$ cat config.mk
export PLATFORM = sky130hd
export DESIGN_NAME = ssd_device_flat
export DESIGN_NICKNAME = d
export VERILOG_FILES = /design/src/ssd_pkg.sv /design/src/ssd_link_if.sv /design/src/ssd_device.sv /design/src/flat_wrapper.sv
export SDC_FILE = /design/constraint.sdc
export NUM_CORES = 1
export LEC_CHECK = 0
export BUFFER_PORTS_ARGS = -buffer_cell sky130_fd_sc_hd__clkbuf_2
export CAP_MARGIN = 20
export CORE_MARGIN = 3
export CORE_UTILIZATION = 50
export DETAILED_ROUTE_END_ITERATION = 7
export PLACE_DENSITY_LB_ADDON = 0.1
export SLEW_MARGIN = 15
export SYNTH_ARGS = -nofsm -noshare
export SYNTH_HDL_FRONTEND = slang
export SYNTH_SLANG_ARGS = --single-unit
$ cat constraint.sdc
create_clock -name clock -period 3.3 [get_ports clock]
set_input_delay 0.33 -clock clock [delete_from_list [all_inputs] [get_ports clock]]
set_output_delay 0.33 -clock clock [all_outputs]
set_load 0.02 [all_outputs]
$ cat src/ssd_pkg.sv
// Package for the serial synthesizer divider programming port
package ssd_pkg;
    localparam int ADDR_WIDTH = 8;
    localparam int DATA_WIDTH = 16;
    localparam logic [7:0] ADDR_REF = 8'h01;
    localparam logic [7:0] ADDR_TX = 8'h02;
    localparam logic [7:0] ADDR_RX = 8'h03;
    localparam logic [7:0] ADDR_SCF = 8'h04;
    localparam logic [7:0] ADDR_CTRL = 8'h05;
    // Control register fields
    localparam int CTRL_BASE_BIT = 0;
    localparam int CTRL_HANDSET_BIT = 1;
    localparam int CTRL_TANKCAP_BIT = 2;
    // Defaults: channel 21 with 10.24 MHz crystal
    localparam logic [11:0] REF_DEFAULT = 12'h800;
    localparam logic [13:0] TX_DEFAULT = 14'h0D06;
    localparam logic [13:0] RX_DEFAULT = 14'h0A4C;
    localparam logic [5:0] SCF_DEFAULT = 6'h1F;
    localparam logic [2:0] CTRL_DEFAULT = 3'h0;
    localparam int MOD_DIVIDE = 40;
    localparam int PREDIV_QUARTER = 4;
    localparam int PREDIV_UK = 25;
    // Power-up wait before first transfer
    localparam int POWERUP_US = 100;
    localparam int CLOCK_MHZ = 100;
    localparam int POWERUP_CYCLES = POWERUP_US * CLOCK_MHZ;
    localparam int HOST_HALF_PERIOD = 4;
endpackage

$ cat src/ssd_link_if.sv
// Three-wire programming link between host and device
`timescale 1ns/1ps
`default_nettype none
interface ssd_link_if;
    logic serialData;
    logic serialClock;
    logic latchEnable;
    modport host (output serialData, output serialClock, output latchEnable);
    modport device (input serialData, input serialClock, input latchEnable);
endinterface
`default_nettype wire

$ cat src/ssd_device.sv
// Device end: shift register, address latch, data latches, divider chain
//
// Overview of operation
// - Shift data on each rising serial clock
// - First step latches 8-bit address
// - Second step latches up to 16 data bits
// - Transfer happens on enable falling edge
// - Enable level during shifting selects destination
// - Host keeps clock still during the enable latch pulse
// - Host sends MSB first, LSB last
// - Host sends only the requested data bits, with no leading zero padding
// - Port usable within 100 us after power-up
// - Port works in every power mode
// - 14-bit transmit and receive counters
// - Power-up defaults for channel 21, 10.24 MHz
// - Control bit switches tank capacitors
// - 12-bit reference divider, max 4095
// - Six-bit cap clock counter, then divide-by-2
// - Modulation is cap clock over 40
// - Both selects zero gives post-divide one
// - Both selects one gives divide-by-4
// - Single select splits transmit/receive references
// - Latched contents kept in all modes
`timescale 1ns/1ps
`default_nettype none
module ssd_device
    import ssd_pkg::*;
#(
    parameter int SHIFT_WIDTH = 16
) (
    input wire logic clock,
    input wire logic rst_n,
    input wire logic clockEnable,
    input wire logic powerMode0,
    input wire logic powerMode1,
    ssd_link_if.device link,
    output logic txReference,
    output logic rxReference,
    output logic switchedCapClock,
    output logic modulationClock,
    output logic tankCapEnable,
    output logic [13:0] txCount,
    output logic [13:0] rxCount,
    output logic [7:0] addressLatch
);
    // Elaboration check: a full data word must fit the shift register
    if (SHIFT_WIDTH < DATA_WIDTH) begin
        $error("SHIFT_WIDTH too small");
    end

    // ****************************************
    // Link edge detection
    // ****************************************
    logic sclkPrev_reg;
    logic enPrev_reg;
    logic modeAddress_reg;
    logic [SHIFT_WIDTH-1:0] shift_reg;
    logic [11:0] refDiv_reg;
    logic [5:0] scfDiv_reg;
    logic [2:0] ctrl_reg;
    logic [13:0] txDiv_reg;
    logic [13:0] rxDiv_reg;
    logic sclkRise;
    logic enFall;
    logic unusedMode;

    // Power mode pins ignored: port stays live in every mode
    assign unusedMode = powerMode0 ^ powerMode1;
    assign sclkRise = link.serialClock && !sclkPrev_reg;
    assign enFall = enPrev_reg && !link.latchEnable;

    always_ff @(posedge clock) begin
        if (!rst_n) begin
            sclkPrev_reg <= 1'b0;
            enPrev_reg <= 1'b0;
        end else if (clockEnable) begin
            sclkPrev_reg <= link.serialClock;
            enPrev_reg <= link.latchEnable;
        end
    end

    // ****************************************
    // Shift register and step tracking
    // ****************************************
    always_ff @(posedge clock) begin
        if (!rst_n) begin
            shift_reg <= '0;
            modeAddress_reg <= 1'b1;
        end else if (clockEnable) begin
            if (sclkRise) begin
                shift_reg <= {shift_reg[SHIFT_WIDTH-2:0], link.serialData};
                // Enable high marks an address; data shifts low so the pulse sees no edge
                modeAddress_reg <= link.latchEnable;
            end
        end
    end

    // ****************************************
    // Address and data latches
    // ****************************************
    // Latches persist whatever the power mode
    always_ff @(posedge clock) begin
        if (!rst_n) begin
            addressLatch <= '0;
        end else if (clockEnable && enFall && modeAddress_reg) begin
            addressLatch <= shift_reg[ADDR_WIDTH-1:0];
        end
    end

    always_ff @(posedge clock) begin
        if (!rst_n) begin
            refDiv_reg <= REF_DEFAULT;
            txDiv_reg <= TX_DEFAULT;
            rxDiv_reg <= RX_DEFAULT;
            scfDiv_reg <= SCF_DEFAULT;
            ctrl_reg <= CTRL_DEFAULT;
        end else if (clockEnable && enFall && !modeAddress_reg) begin
            case (addressLatch)
                ADDR_REF: refDiv_reg <= shift_reg[11:0];
                ADDR_TX: txDiv_reg <= shift_reg[13:0];
                ADDR_RX: rxDiv_reg <= shift_reg[13:0];
                ADDR_SCF: scfDiv_reg <= shift_reg[5:0];
                ADDR_CTRL: ctrl_reg <= shift_reg[2:0];
                default: ctrl_reg <= ctrl_reg;
            endcase
        end
    end

    // ****************************************
    // Divider chain on the reference oscillator
    // ****************************************
    logic [11:0] refCnt_reg;
    logic refTick;
    logic [4:0] txPre_reg;
    logic [4:0] rxPre_reg;
    logic [4:0] txLimit;
    logic [4:0] rxLimit;
    logic [13:0] txCnt_reg;
    logic [13:0] rxCnt_reg;
    logic [5:0] scfCnt_reg;
    logic [5:0] modCnt_reg;
    logic txWrap;
    logic rxWrap;

    // Divide-by-zero treated as one to keep the chain alive
    assign refTick = (refCnt_reg <= 12'h001);

    always_ff @(posedge clock) begin
        if (!rst_n) begin
            refCnt_reg <= REF_DEFAULT;
        end else if (clockEnable) begin
            refCnt_reg <= refTick ? refDiv_reg : refCnt_reg - 12'h001;
        end
    end

    // Post-divider limits per select bit pair
    always_comb begin
        case ({ctrl_reg[CTRL_HANDSET_BIT], ctrl_reg[CTRL_BASE_BIT]})
            2'b00: begin
                txLimit = 5'd1;
                rxLimit = 5'd1;
            end
            2'b11: begin
                txLimit = 5'(PREDIV_QUARTER);
                rxLimit = 5'(PREDIV_QUARTER);
            end
            2'b01: begin
                txLimit = 5'(PREDIV_QUARTER);
                rxLimit = 5'(PREDIV_UK);
            end
            default: begin
                txLimit = 5'(PREDIV_UK);
                rxLimit = 5'(PREDIV_QUARTER);
            end
        endcase
    end

    assign txWrap = (txPre_reg + 5'h01 >= txLimit);
    assign rxWrap = (rxPre_reg + 5'h01 >= rxLimit);

    // One pulse per reference period; a total ratio of one holds it high
    always_ff @(posedge clock) begin
        if (!rst_n) begin
            txPre_reg <= '0;
            rxPre_reg <= '0;
            txReference <= 1'b0;
            rxReference <= 1'b0;
        end else if (clockEnable) begin
            txReference <= refTick && txWrap;
            rxReference <= refTick && rxWrap;
            if (refTick) begin
                txPre_reg <= txWrap ? 5'h00 : txPre_reg + 5'h01;
                rxPre_reg <= rxWrap ? 5'h00 : rxPre_reg + 5'h01;
            end
        end
    end

    // Channel counters step on every enabled clock cycle (VCO stand-in)
    always_ff @(posedge clock) begin
        if (!rst_n) begin
            txCnt_reg <= '0;
            rxCnt_reg <= '0;
        end else if (clockEnable) begin
            txCnt_reg <= (txCnt_reg + 14'd1 >= txDiv_reg) ? 14'd0 : txCnt_reg + 14'd1;
            rxCnt_reg <= (rxCnt_reg + 14'd1 >= rxDiv_reg) ? 14'd0 : rxCnt_reg + 14'd1;
        end
    end

    always_ff @(posedge clock) begin
        if (!rst_n) begin
            txCount <= '0;
            rxCount <= '0;
            tankCapEnable <= 1'b0;
        end else if (clockEnable) begin
            txCount <= txCnt_reg;
            rxCount <= rxCnt_reg;
            tankCapEnable <= ctrl_reg[CTRL_TANKCAP_BIT];
        end
    end

    // Switched-cap clock: programmable count then toggle (divide by 2)
    always_ff @(posedge clock) begin
        if (!rst_n) begin
            scfCnt_reg <= '0;
            switchedCapClock <= 1'b0;
            modCnt_reg <= '0;
            modulationClock <= 1'b0;
        end else if (clockEnable) begin
            if (scfCnt_reg + 6'd1 >= scfDiv_reg) begin
                scfCnt_reg <= '0;
                switchedCapClock <= !switchedCapClock;
                if (!switchedCapClock) begin
                    if (modCnt_reg + 6'd1 >= 6'(MOD_DIVIDE / 2)) begin
                        modCnt_reg <= '0;
                        modulationClock <= !modulationClock;
                    end else begin
                        modCnt_reg <= modCnt_reg + 6'd1;
                    end
                end
            end else begin
                scfCnt_reg <= scfCnt_reg + 6'd1;
            end
        end
    end
endmodule
`default_nettype wire

$ cat src/flat_wrapper.sv
// flat-port wrapper written by rule: the top's interface ports become plain ports
module ssd_device_flat import ssd_pkg::*;
#(
    parameter int SHIFT_WIDTH = 16
)
  (clock, rst_n, clockEnable, powerMode0, powerMode1, txReference, rxReference, switchedCapClock, modulationClock, tankCapEnable, txCount, rxCount, addressLatch, link_serialData, link_serialClock, link_latchEnable);
  ssd_link_if link_i ();
  input wire logic clock;
  input wire logic rst_n;
  input wire logic clockEnable;
  input wire logic powerMode0;
  input wire logic powerMode1;
  output logic txReference;
  output logic rxReference;
  output logic switchedCapClock;
  output logic modulationClock;
  output logic tankCapEnable;
  output logic [13:0] txCount;
  output logic [13:0] rxCount;
  output logic [7:0] addressLatch;
  input wire logic [$bits(link_i.serialData)-1:0] link_serialData;
  input wire logic [$bits(link_i.serialClock)-1:0] link_serialClock;
  input wire logic [$bits(link_i.latchEnable)-1:0] link_latchEnable;
  assign link_i.serialData = link_serialData;
  assign link_i.serialClock = link_serialClock;
  assign link_i.latchEnable = link_latchEnable;
  ssd_device #(.SHIFT_WIDTH(SHIFT_WIDTH)) u_core (.clock(clock), .rst_n(rst_n), .clockEnable(clockEnable), .powerMode0(powerMode0), .powerMode1(powerMode1), .link(link_i), .txReference(txReference), .rxReference(rxReference), .switchedCapClock(switchedCapClock), .modulationClock(modulationClock), .tankCapEnable(tankCapEnable), .txCount(txCount), .rxCount(rxCount), .addressLatch(addressLatch));
endmodule
Yosys cells after proc, flatten, opt, wreduce, memory -nomap -nowiden
Index checks and enable logic that the tools add are counted.
{"block": "word_totals", "regBits": 169, "inputBits": 8, "output_inout_bits": 41, "wordCells": 79}
{"block": "op_classes", "add_sub_neg": 7, "magnitude_cmp": 7, "eq_ne": 7, "muxes": 9, "n_bitwise": 1, "reduce_logical": 24}
{"op": "adder 14 x 1 -> 14 bit (second input constant)", "n": 2}
{"op": ">= comparator 14 bit", "n": 2}
{"op": "2-to-1 mux 14 bit", "n": 2}
{"op": "one-hot mux 5 bit (2 select lines)", "n": 2}
{"op": "equality test 8 x 2 -> 1 bit (second input constant)", "n": 2}
{"op": "equality test 8 x 3 -> 1 bit (second input constant)", "n": 2}
{"op": "AND reduction 2 bit", "n": 8}
{"op": "adder 6 x 1 -> 6 bit (second input constant)", "n": 2}
{"op": "less-or-equal comparator 12 x 1 -> 1 bit (second input constant)", "n": 1}
{"op": "2-to-1 mux 12 bit", "n": 1}
{"op": "2-to-1 mux 6 bit", "n": 2}
{"op": "subtractor 12 x 1 -> 12 bit (second input constant)", "n": 1}
{"op": "adder 5 x 1 -> 5 bit (second input constant)", "n": 2}
{"op": ">= comparator 5 bit", "n": 2}
{"op": "2-to-1 mux 5 bit", "n": 2}
{"op": "equality test 8 x 1 -> 1 bit (second input constant)", "n": 1}
{"op": "logical AND 1 bit", "n": 7}
{"op": ">= comparator 6 x 5 -> 1 bit (second input constant)", "n": 1}
{"op": ">= comparator 6 bit", "n": 1}
{"op": "zero test 1 bit", "n": 5}
{"op": "AND reduction 4 bit", "n": 1}
{"op": "AND reduction 3 bit", "n": 1}
{"op": "equality test 2 x 1 -> 1 bit (second input constant)", "n": 1}
{"op": "equality test 2 bit (second input constant)", "n": 1}
{"op": "other kinds (3)", "n": 3}

Logic depth before layout (Yosys ltp)
Gate-level depths: netlist of run 1.
{"block": "logic_depth", "depth_word": 5, "mapped_depth": 13, "ltp_nobuf": 12}

Worst setup path after synthesis of run 1
No wires, ideal clock.
{"block": "synth_timing", "path_type": "register to register", "startpoint": "register u_core.rxCnt_reg[2]", "endpoint": "register u_core.rxCnt_reg[10]", "setup_ns": 0.065, "arrival_ns": 2.828, "required_ns": 3.235, "path_slack_ns": 0.407, "path_stages_with_launch": 13, "path_buffers": 1, "period_less_slack_ns": 2.893, "cell_sequence": "dfxtp_1 > nand3_1 > nor3_1 > nand4_1 > xnor2_1 > ha_1 > a21o_1 > a21o_1 > a2111oi_0 > o41a_1 > buf_2 > a22oi_1 > nor2_1"}
{"block": "synth_via", "elab_chain_cells": 3}
{"element": "start: declaration", "line_no": "ssd_device.sv:139", "rtl": "logic [13:0] rxCnt_reg;"}
{"element": "start signal: assignment", "line_no": "ssd_device.sv:205", "rtl": "rxCnt_reg <= (rxCnt_reg + 14'd1 >= rxDiv_reg) ? 14'd0 : rxCnt_reg + 14'd1;"}
{"element": "adder 14 x 1 -> 14 bit (*)", "line_no": "ssd_device.sv:205"}
{"element": ">= comparator 14 bit", "line_no": "ssd_device.sv:205"}
{"element": "2-to-1 mux 14 bit (*)", "line_no": "ssd_device.sv:205"}
Every way passes the cells marked *; elsewhere a longest branch is shown, timed or not.
A chain may end at the register's enable or synchronous reset.

Worst setup path after layout of run 1
{"block": "layout_timing", "startpoint": "register u_core.rxCnt_reg[3]", "endpoint": "register u_core.rxCnt_reg[5]"}
Same word-level chain as after synthesis.

==> flow_metrics.py, run 1 <==
metrics = {
    "run_status": {
        "status": "complete, no violations",
    },
    "drt": {
        "wl_per_cell_um": 14.6,
        "vias": 6568,
        "antenna_left": 0,
        "wl_mm": 17.8,
        "drt_iter0_drc": 399,
        "viasPerCell": 5.38,
        "drc": 0,
        "dr.pass1.iters": 5,
    },
    "floorplan": {
        "die_area_mm2": 0.0180,
        "fp.dieH_um": 134,
        "core_area_mm2": 0.0160,
        "io_pins": 49,
        "die_x_um": 134,
        "initial_utilization": 0.513,
        "num_rows": 46,
    },
    "cells_and_area": {
        "seq_area_mm2": 0.00338,
        "syn2layout_area_growth_pct": 12.0,
        "nFillCells": 1550,
        "multi_input_comb_area_mm2": 0.00445,
        "layout-drive-gt1-share": 0.118,
        "final_cells": 1220,
        "nets": 1053,
        "diodes": 0,
    },
    "power": {
        "p_sw_mw": 1.06,
        "p_comb_frac": 0.075,
        "p_clk_frac": 0.437,
        "ir_worst_vdd_mv": 0.398,
        "switching_share": 0.243,
        "power.internal_mw": 3.30,
        "power.density_mw_per_mm2": 474,
        "p_leak_nw": 4.03,
        "seq_power_share": 0.488,
    },
    "worst_setup_path": {
        "crit_type": "reg2reg",
        "crit_required_ps": 3660,
        "crit_fanout": 10,
        "start_kind": "register",
        "cp_data_arrival_time_ps": 3430,
        "endpoint_kind": "register",
    },
    "clock_tree": {
        "htreeDepth": 4,
        "clk_pin_slew_ps": 60,
        "post-cts-setup-buffers": 0,
        "cts-buffers-inserted": 17,
        "root_buffer": "clkbuf_16",
        "clkSinkCount": 169,
        "clk_path_buf_depth": 2,
        "clock_latency_ps": 430,
        "cts_tree": "done",
    },
    "sta": {
        "max_slew_margin": 0.430,
        "final_hold_viol_count": 0,
        "worst_pin_slew_ps": 855,
        "drv_slew": 0,
        "fin_crit_ps": 3070,
        "setup_viol": 0,
        "fmax_ghz": 0.325,
        "period_share": 0.932,
        "hold_ws_ps": 130,
        "clock-skew-final_ps": 12.0,
    },
    "synth": {
        "synth_edf_count": 0,
        "synthFlopType": "dfxtp_1",
        "ys_seq_area_frac": 0.412,
        "syn-num-nets": 1021,
        "async_reset_ff_frac": 0,
        "syn-cell-area_mm2": 0.00821,
        "syn_inst": 960,
        "synth_seq_cells": 169,
        "yosys_warnings": 0,
        "synth_area_per_cell_um2": 8.55,
        "synth.distinct_cells": 65,
    },
    "placement": {
        "dp_cells": 1189,
        "io_buffers": 46,
        "dp_hpwl_mm": 12.0,
        "place_congestion": 0.800,
    },
    "global_route": {
        "gr-total-overflow": 0,
        "grt_max_degree": 56,
        "antenna_found_initial": 0,
        "grt_pass1_vias": 6095,
        "grt_pass1_wl_mm": 30.0,
        "grt_util_all_layers": 0.204,
    },
    "worst_hold_path": {
        "hold_path.class": "in2reg",
    },
    "job": {
        "drv_cap": 0,
    },
}
through the flow:
step | utilization | setup WS (ps) | power, mW | TNS [ps] | cell area (µm²)
2_1_floorplan | - | 407 | 2.42 | 0 | 8210
3_3_place_gp | 0.538 | 238 | 2.50 | 0 | 8610
3_5_place_dp | 0.538 | 230 | 2.50 | 0 | 8610
4_1_cts | 0.574 | 196 | 4.41 | 0 | 9180
5_1_grt | 0.574 | -15.2 | 4.55 | -34.8 | 9190
6_report | 0.574 | 226 | 4.36 | 0 | 9190
layer usage:
layer  part of all wire  vias to the layer above  track usage
met2               0.44                       96        0.312
met4             0.0056                        0       0.0464
li1                   -                     3384            -
met5                  0                        -            0
met1               0.52                     3081        0.296
met3              0.035                        7       0.0454
cell families (layout without fill, tap and decap cells):
logic type,after synthesis,in the layout,synth area share
simple gates,371,371,0.213
compound gates,174,174,0.132
flops,169,169,0.412
buf+inv,95,139,0.0463
mux,71,71,0.0868
fa+ha+maj,53,53,0.0808
xor+xnor,27,27,0.0288
cell usage in the layout (no fill, tap or decap), types with 6 or more instances in the layout:
master,netlist,routed
dfxtp_1,169,168
nand2_1,154,154
nor2_1,85,85
a21oi_1,75,75
mux2i_1,70,70
ha_1,53,53
inv_1,49,47
clkbuf_2,0,45
nand3_1,37,37
o21ai_0,26,26
clkbuf_16,0,17
xnor2_1,16,16
buf_4,0,13
nand4_1,12,12
xor2_1,11,11
nor3_1,13,11
a22oi_1,11,11
nand2b_1,10,10
a21o_1,10,10
and2_1,9,9
a211oi_1,7,7
nand3b_1,7,7
or2_2,6,6
o21a_1,6,6
o22ai_1,6,6
final cells by class:
class                           count  area share
Clock inverter                     10      0.0105
Clock buffer                       21      0.0512
Tap cell                          216      0.0294
Inverter                           49      0.0203
Sequential cell                   169       0.368
Timing Repair Buffer               59      0.0357
Multi-Input combinational cell    696       0.485
power groups by stage:
stage / logic (mW) / clock network [mW] / registers (mW)
after global routing: 0.369 / 2.04 / 2.13
final: 0.328 / 1.91 / 2.13
after global placement: 0.324 / 0 / 2.17
after floorplan: 0.261 / 0 / 2.16
after detailed placement: 0.329 / 0 / 2.17
after CTS: 0.329 / 1.96 / 2.13
synth_stat cells (2+ instances only):
library cell | count | share of area
nor2_1 | 85 | 0.039
a22oi_1 | 11 | 0.010
nand4_1 | 12 | 0.0091
nor3b_1 | 4 | 0.0037
o21ai_0 | 26 | 0.016
buf_6 | 2 | 0.0027
or2_2 | 6 | 0.0046
and3_1 | 4 | 0.0030
o221ai_1 | 3 | 0.0032
or3_1 | 3 | 0.0023
o21ai_2 | 2 | 0.0021
clkbuf_1 | 29 | 0.013
nand2b_1 | 10 | 0.0076
a22o_1 | 4 | 0.0043
nand3b_1 | 7 | 0.0064
and4_1 | 2 | 0.0021
a2111oi_0 | 3 | 0.0032
mux2i_1 | 70 | 0.085
nor4_1 | 3 | 0.0023
or4_1 | 2 | 0.0018
inv_1 | 49 | 0.022
a21o_1 | 10 | 0.0091
a41oi_1 | 2 | 0.0021
a31oi_1 | 4 | 0.0030
a21oi_1 | 75 | 0.046
o21a_1 | 6 | 0.0055
and2_1 | 9 | 0.0069
or3b_2 | 2 | 0.0021
nor3_1 | 13 | 0.0079
xnor2_1 | 16 | 0.017
nand2_1 | 154 | 0.070
dfxtp_1 | 169 | 0.41
buf_1 | 8 | 0.0037
buf_2 | 7 | 0.0043
xor2_1 | 11 | 0.012
nand4b_1 | 2 | 0.0021
nor2b_1 | 4 | 0.0030
ha_1 | 53 | 0.081
o22ai_1 | 6 | 0.0046
a211oi_1 | 7 | 0.0064
nand3_1 | 37 | 0.023
or4_4 | 2 | 0.0027
o211ai_1 | 4 | 0.0037
repair_timing:
action | 4_1_cts | 5_1_grt
hold buffers | 0 | 0
gates resized for setup | 0 | 4
endpoints found under the setup margin | 0 | 9
critical path, stage by stage (launching register included):
cell and delay (ps):
dfxtp_1 410, nand3_1 240, nor3_2 290, nand4_1 140
xnor2_1 240, ha_1 280, a21o_1 180, a21o_1 170
a2111oi_1 400, o41a_1 230, buf_4 180, o21ai_0 110
a21oi_1 140
final timing paths:
check                                    start                           endpoint  slack (ps)  cells past startpoint
max           u_core.rxCnt_reg[3]$_SDFFE_PN0P_   u_core.rxCnt_reg[5]$_SDFFE_PN0P_         230                     12
min                            link_serialData   u_core.shift_reg[0]$_SDFFE_PN0P_         130                      3
max reg2reg   u_core.rxCnt_reg[3]$_SDFFE_PN0P_   u_core.rxCnt_reg[5]$_SDFFE_PN0P_         230                     12
min reg2reg  u_core.refDiv_reg[6]$_SDFFE_PN0P_  u_core.refDiv_reg[6]$_SDFFE_PN0P_         450                      2
Note: power is estimated with default switching activity, not from simulation.
==> run 2, diff against run 1 <==
--- a/config.mk
+++ b/config.mk
@@ -7,6 +7,7 @@
 export LEC_CHECK = 0
 export BUFFER_PORTS_ARGS = -buffer_cell sky130_fd_sc_hd__clkbuf_2
 export CAP_MARGIN = 20
+export CORE_ASPECT_RATIO = 1.5
 export CORE_MARGIN = 3
 export CORE_UTILIZATION = 50
 export DETAILED_ROUTE_END_ITERATION = 7
==> run 2 against run 1 <==
Global-route usage increased by 0.53 points; combinational power shrank 2%; final area is 0.16% higher; critical path depth rose by 1; critical endpoint is now u_core.rxCnt_reg[2]$_SDFFE_PN0P_.
==> flow_metrics.py, run 2 (synthesis gave the netlist of run 1 again) <==
metrics = {
    "clock_tree": {
        "clk_pin_slew_ps": 70,
        "root_buffer": "clkbuf_16",
        "clock_latency_ps": 430,
        "clkSinkCount": 169,
        "cts_tree": "done",
        "cts-buffers-inserted": 17,
        "clk_path_buf_depth": 2,
        "htreeDepth": 4,
    },
    "worst_hold_path": {
        "hold_path.class": "in2reg",
    },
    "worst_setup_path": {
        "start_kind": "register",
        "r2r-end": "u_core.rxCnt_reg[2]$_SDFFE_PN0P_",
        "crit_fanout": 14,
        "cp_data_arrival_time_ps": 3440,
        "crit_family": "compound AO/OA/AOI/OAI gates",
        "crit_start": "u_core.rxCnt_reg[2]$_SDFFE_PN0P_",
        "r2r_slack_ps": 230,
        "cpMaxStageDelayCell": "dfxtp_1",
        "crit_type": "reg2reg",
        "setup.worst_path.end": "u_core.rxCnt_reg[2]$_SDFFE_PN0P_",
        "rr_startpoint": "u_core.rxCnt_reg[2]$_SDFFE_PN0P_",
        "max_stage_delay_ps": 430,
        "cp_cell_sequence": "nand3_1 -> buf_4 -> or2_2 -> nor2_1 -> xor2_1 -> ha_1 -> nand4_1 -> nor2_1 -> a2111oi_0 -> o41a_1 -> buf_4 -> o21ai_0 -> a21oi_1",
        "endpoint_kind": "register",
        "cp_num_buf_inv": 2,
        "crit_required_ps": 3660,
        "worst-path-stages": 13,
        "reg2reg_depth": 13,
    },
    "power": {
        "p_comb_frac": 0.072,
        "p_sw_mw": 1.09,
        "seq_power_share": 0.477,
        "power.density_mw_per_mm2": 484,
        "p_leak_nw": 4.04,
        "p_clk_frac": 0.450,
        "power.internal_mw": 3.36,
        "switching_share": 0.245,
        "ir_worst_vdd_mv": 0.324,
    },
    "global_route": {
        "grt_max_degree": 74,
        "gr-total-overflow": 0,
        "grt_pass1_wl_mm": 31.2,
        "grt_pass1_vias": 6465,
        "grt_util_all_layers": 0.209,
        "antenna_found_initial": 0,
    },
    "drt": {
        "dr.pass1.iters": 4,
        "antenna_left": 0,
        "viasPerCell": 5.47,
        "wl_mm": 18.1,
        "drt_iter0_drc": 364,
        "drc": 0,
        "wl_per_cell_um": 15.0,
        "vias": 6604,
    },
    "placement": {
        "place_area_mm2": 0.00859,
        "io_buffers": 46,
        "dp_hpwl_mm": 12.7,
        "place_congestion": 0.790,
        "dp_slack_ps": 217,
    },
    "cells_and_area": {
        "final_util": 0.581,
        "layout-drive-gt1-share": 0.119,
        "syn2layout_area_growth_pct": 12.2,
        "final_common_cell": "dfxtp_1",
        "final_cell_mix": "dfxtp_1 (169), nand2_1 (154), nor2_1 (85)",
        "nFillCells": 1517,
        "stdcell_area_mm2": 0.00921,
        "diodes": 0,
        "nets": 1053,
    },
    "sta": {
        "period_share": 0.931,
        "worst_pin_slew_ps": 971,
        "drv_slew": 0,
        "rsz0062_at_grt": "no",
        "setup_tns_ps": 0,
        "hold_ws_ps": 124,
        "final_hold_viol_count": 0,
        "clock-skew-final_ps": 8.87,
        "fin_crit_ps": 3070,
        "layout_setup_ws_ps": 226,
        "max_slew_margin": 0.350,
        "setup_viol": 0,
        "fmax_ghz": 0.325,
    },
    "floorplan": {
        "fp.dieH_um": 163,
        "initial_utilization": 0.518,
        "io_pins": 49,
        "num_rows": 56,
        "core_area_mm2": 0.0158,
        "die_area_mm2": 0.0180,
        "die_x_um": 111,
    },
    "job": {
        "drv_cap": 0,
    },
    "run_status": {
        "status": "complete, no violations",
    },
}
==> run 2: how the worst min path moves through the flow <==
stage / from / to / depth (start not counted)
floorplan: u_core.refDiv_reg[7]$_SDFFE_PN0P_ / u_core.refDiv_reg[7]$_SDFFE_PN0P_ / 2
global placement: u_core.refDiv_reg[7]$_SDFFE_PN0P_ / u_core.refDiv_reg[7]$_SDFFE_PN0P_ / 2
detailed placement: u_core.refDiv_reg[4]$_SDFFE_PN0P_ / u_core.refDiv_reg[4]$_SDFFE_PN0P_ / 2
CTS: link_serialData / u_core.shift_reg[0]$_SDFFE_PN0P_ / 3
global route: link_serialData / u_core.shift_reg[0]$_SDFFE_PN0P_ / 3
finish: link_serialData / u_core.shift_reg[0]$_SDFFE_PN0P_ / 3
==> run 2: worst reg2reg max path: stages, from the launching register on <==
cell	delay, ps
dfxtp_1	430
nand3_1	160
buf_4	180
or2_2	310
nor2_1	170
xor2_1	230
ha_1	270
nand4_1	130
nor2_1	60
a2111oi_0	390
o41a_1	220
buf_4	200
o21ai_0	110
a21oi_1	140
==> run 2: metal layers <==
metal	GRT usage	wire, µm	up-vias
li1	-	-	3376
met4	0.0773	323	0
met3	0.0401	549	24
met5	0	0	-
met2	0.382	9410	87
met1	0.242	7800	3117
==> run 2: through the flow <==
stage	total power, mW	std cells
after detailed placement	2.50	1175
after global routing	4.65	1208
after CTS	4.52	1207
after floorplan	2.42	960
after global placement	2.49	1175
final	4.46	1208
==> run 2: final cells by class <==
cell class	instances	area (µm²)	area share
multi-input combinational	696	4460	0.484
inverter	49	186	0.0203
sequential	169	3380	0.368
clock inverter	13	143	0.0155
clock buffer	19	453	0.0492
timing repair buffer	59	328	0.0356
tap	203	254	0.0276
==> run 2: what timing repair did <==
item	4_1_cts	5_1_grt
endpoints found under the hold margin	0	0
endpoints found under the setup margin	0	3
buffers inserted	0	1
gates resized for setup	0	2
hold buffers	0	0
==> run 2: power by group through the flow <==
stage	Sequential (mW)	Combinational, mW	Clock (mW)
after floorplan	2.16	0.261	0
after global placement	2.17	0.323	0
after detailed placement	2.17	0.325	0
after CTS	2.13	0.326	2.07
after global routing	2.13	0.365	2.15
final	2.13	0.322	2.01
==> run 3, diff against run 2 <==
--- a/config.mk
+++ b/config.mk
@@ -7,9 +7,12 @@
 export LEC_CHECK = 0
 export BUFFER_PORTS_ARGS = -buffer_cell sky130_fd_sc_hd__clkbuf_2
 export CAP_MARGIN = 20
+export CELL_PAD_IN_SITES_DETAIL_PLACEMENT = 1
+export CELL_PAD_IN_SITES_GLOBAL_PLACEMENT = 2
 export CORE_ASPECT_RATIO = 1.5
 export CORE_MARGIN = 3
-export CORE_UTILIZATION = 50
+export CORE_UTILIZATION = 38
+export CTS_CLUSTER_DIAMETER = 120
 export DETAILED_ROUTE_END_ITERATION = 7
 export PLACE_DENSITY_LB_ADDON = 0.1
 export SLEW_MARGIN = 15
==> run 3 against run 2 <==
Final area is 1.4% higher; setup slack improved by 72 ps; non-clock buffer count increased by 4; global-route usage shrank 2.2 points; first-iteration DRC count down 42%; core utilization shrank 14 points; critical endpoint is now u_core.txCnt_reg[8]$_SDFFE_PN0P_; combinational power grew 4%; routed wire length is 16% higher; clock power barely moved; sequential power about the same; die area increased by 30%; largest cell class unchanged.
==> flow_metrics.py, run 3 (synthesis gave the netlist of run 1 again) <==
metrics = {
    "worst_setup_path": {
        "endpoint_kind": "register",
        "cp_data_arrival_time_ps": 3380,
        "crit_fanout": 12,
        "rr_startpoint": "u_core.txCnt_reg[3]$_SDFFE_PN0P_",
        "r2r-end": "u_core.txCnt_reg[8]$_SDFFE_PN0P_",
        "crit_type": "reg2reg",
        "start_kind": "register",
        "crit_start": "u_core.txCnt_reg[3]$_SDFFE_PN0P_",
        "reg2reg_depth": 12,
        "crit_required_ps": 3680,
        "r2r_slack_ps": 300,
    },
    "cells_and_area": {
        "layout-drive-gt1-share": 0.127,
        "nFillCells": 2542,
        "seq_area_mm2": 0.00338,
        "nets": 1057,
        "stdcell_area_mm2": 0.00934,
        "final_common_cell": "dfxtp_1",
        "syn2layout_area_growth_pct": 13.8,
        "multi_input_comb_area_mm2": 0.00447,
        "final_cell_mix": "dfxtp_1 (168), nand2_1 (154), nor2_1 (85)",
        "diodes": 0,
    },
    "sta": {
        "fmax_ghz": 0.333,
        "setup_viol": 0,
        "max_slew_margin": 0.312,
        "rsz0062_at_grt": "no",
        "worst_pin_slew_ps": 1030,
        "clock-skew-final_ps": 10.7,
        "drv_slew": 0,
        "final_hold_viol_count": 0,
        "period_share": 0.909,
        "fin_crit_ps": 3000,
        "setup_tns_ps": 0,
    },
    "worst_hold_path": {
        "holdPathStages": 3,
        "hold_path.startpoint": "link_serialData",
        "min_to": "u_core.shift_reg[0]$_SDFFE_PN0P_",
        "hold_path.class": "in2reg",
    },
    "clock_tree": {
        "post-cts-setup-buffers": 0,
        "cts_tree": "done",
        "holdBufCountCts": 0,
        "clk_pin_slew_ps": 70,
        "cts_resized": 0,
        "htreeDepth": 4,
        "clk_path_buf_depth": 2,
        "root_buffer": "clkbuf_16",
        "cts-buffers-inserted": 17,
        "clkSinkCount": 169,
        "clock_latency_ps": 440,
    },
    "power": {
        "p_leak_nw": 4.08,
        "p_clk_frac": 0.452,
        "ir_worst_vdd_mv": 0.360,
        "seq_power_share": 0.473,
        "power.internal_mw": 3.34,
        "p_comb_frac": 0.075,
        "switching_share": 0.259,
        "p_sw_mw": 1.17,
        "power.density_mw_per_mm2": 482,
    },
    "placement": {
        "place_congestion": 0.770,
        "io_buffers": 46,
        "place_area_mm2": 0.00872,
        "dp_hpwl_mm": 14.7,
    },
    "global_route": {
        "grt_util_all_layers": 0.187,
        "grt_max_degree": 132,
        "gr-total-overflow": 0,
        "grt_pass1_vias": 6845,
        "grt_pass1_wl_mm": 35.7,
        "antenna_found_initial": 0,
    },
    "floorplan": {
        "initial_utilization": 0.388,
        "die_x_um": 126,
        "die_area_mm2": 0.0234,
        "fp.dieH_um": 186,
        "core_area_mm2": 0.0211,
        "io_pins": 49,
        "num_rows": 65,
    },
    "drt": {
        "wl_per_cell_um": 16.4,
        "vias": 6741,
        "wl_mm": 21.0,
        "viasPerCell": 5.28,
        "dr.pass1.iters": 4,
        "drc": 0,
        "antenna_left": 0,
        "drt_iter0_drc": 211,
    },
    "job": {
        "drv_cap": 0,
    },
    "run_status": {
        "status": "complete, no violations",
    },
}
-- run 3: cell types whose count changed in the layout (fill, tap and decap cells not counted), sizes merged --
cell,delta
clkbuf,-2
clkinv,+2
buf,+4
inv,+2
clkinvlp,-2
-- run 3: metrics by stage --
step,setup slack [ps],util,std cells,power (mW),hold WS (ps)
2_1_floorplan,407,-,960,2.42,427
3_3_place_gp,148,0.413,1245,2.51,436
3_5_place_dp,81.1,0.413,1245,2.52,443
4_1_cts,56.2,0.440,1277,4.58,98.0
5_1_grt,14.8,0.442,1277,4.70,105
6_report,299,0.442,1277,4.50,116
-- run 3: worst max path at each step --
stage / to / slack (ps) / cells past startpoint
after global placement: u_core.rxCnt_reg[2]$_SDFFE_PN0P_ / 150 / 12
after CTS: u_core.rxCnt_reg[5]$_SDFFE_PN0P_ / 60 / 13
after floorplan: u_core.rxCnt_reg[10]$_SDFFE_PN0P_ / 410 / 12
after global routing: u_core.txCnt_reg[8]$_SDFFE_PN0P_ / 10 / 12
after detailed placement: u_core.rxCnt_reg[5]$_SDFFE_PN0P_ / 80 / 13
final: u_core.txCnt_reg[8]$_SDFFE_PN0P_ / 300 / 12
-- run 3: routing by layer --
layer | track usage | vias to the layer above | routed length (µm)
met5 | 0 | - | 0
met4 | 0.0571 | 0 | 323
met3 | 0.0310 | 17 | 350
met2 | 0.348 | 53 | 11000
met1 | 0.220 | 3276 | 9280
li1 | - | 3395 | -
-- run 3: area by class of cell --
type                    instances  share of cell area
clock inverters                15              0.0174
clock buffers                  17              0.0456
flip-flops and latches        169               0.362
repair buffers                 63              0.0397
multi-input cells             696               0.479
inverters                      49              0.0200
well taps                     268              0.0359
-- run 3: worst max-delay path, stage by stage, from the launching register on --
cell	delay [ps]
dfxtp_1	450
and4_2	320
and4_1	260
and3_1	200
xor2_1	250
ha_1	290
o21ai_0	80
nor2_1	50
or3_1	360
a211oi_1	190
buf_4	230
a22o_1	150
and2_1	110
-- run 3: power groups by stage --
stage | logic, mW | registers, mW | clock network, mW
2_1_floorplan | 0.261 | 2.16 | 0
3_3_place_gp | 0.339 | 2.18 | 0
3_5_place_dp | 0.342 | 2.18 | 0
4_1_cts | 0.344 | 2.13 | 2.10
5_1_grt | 0.381 | 2.14 | 2.19
6_report | 0.336 | 2.13 | 2.04
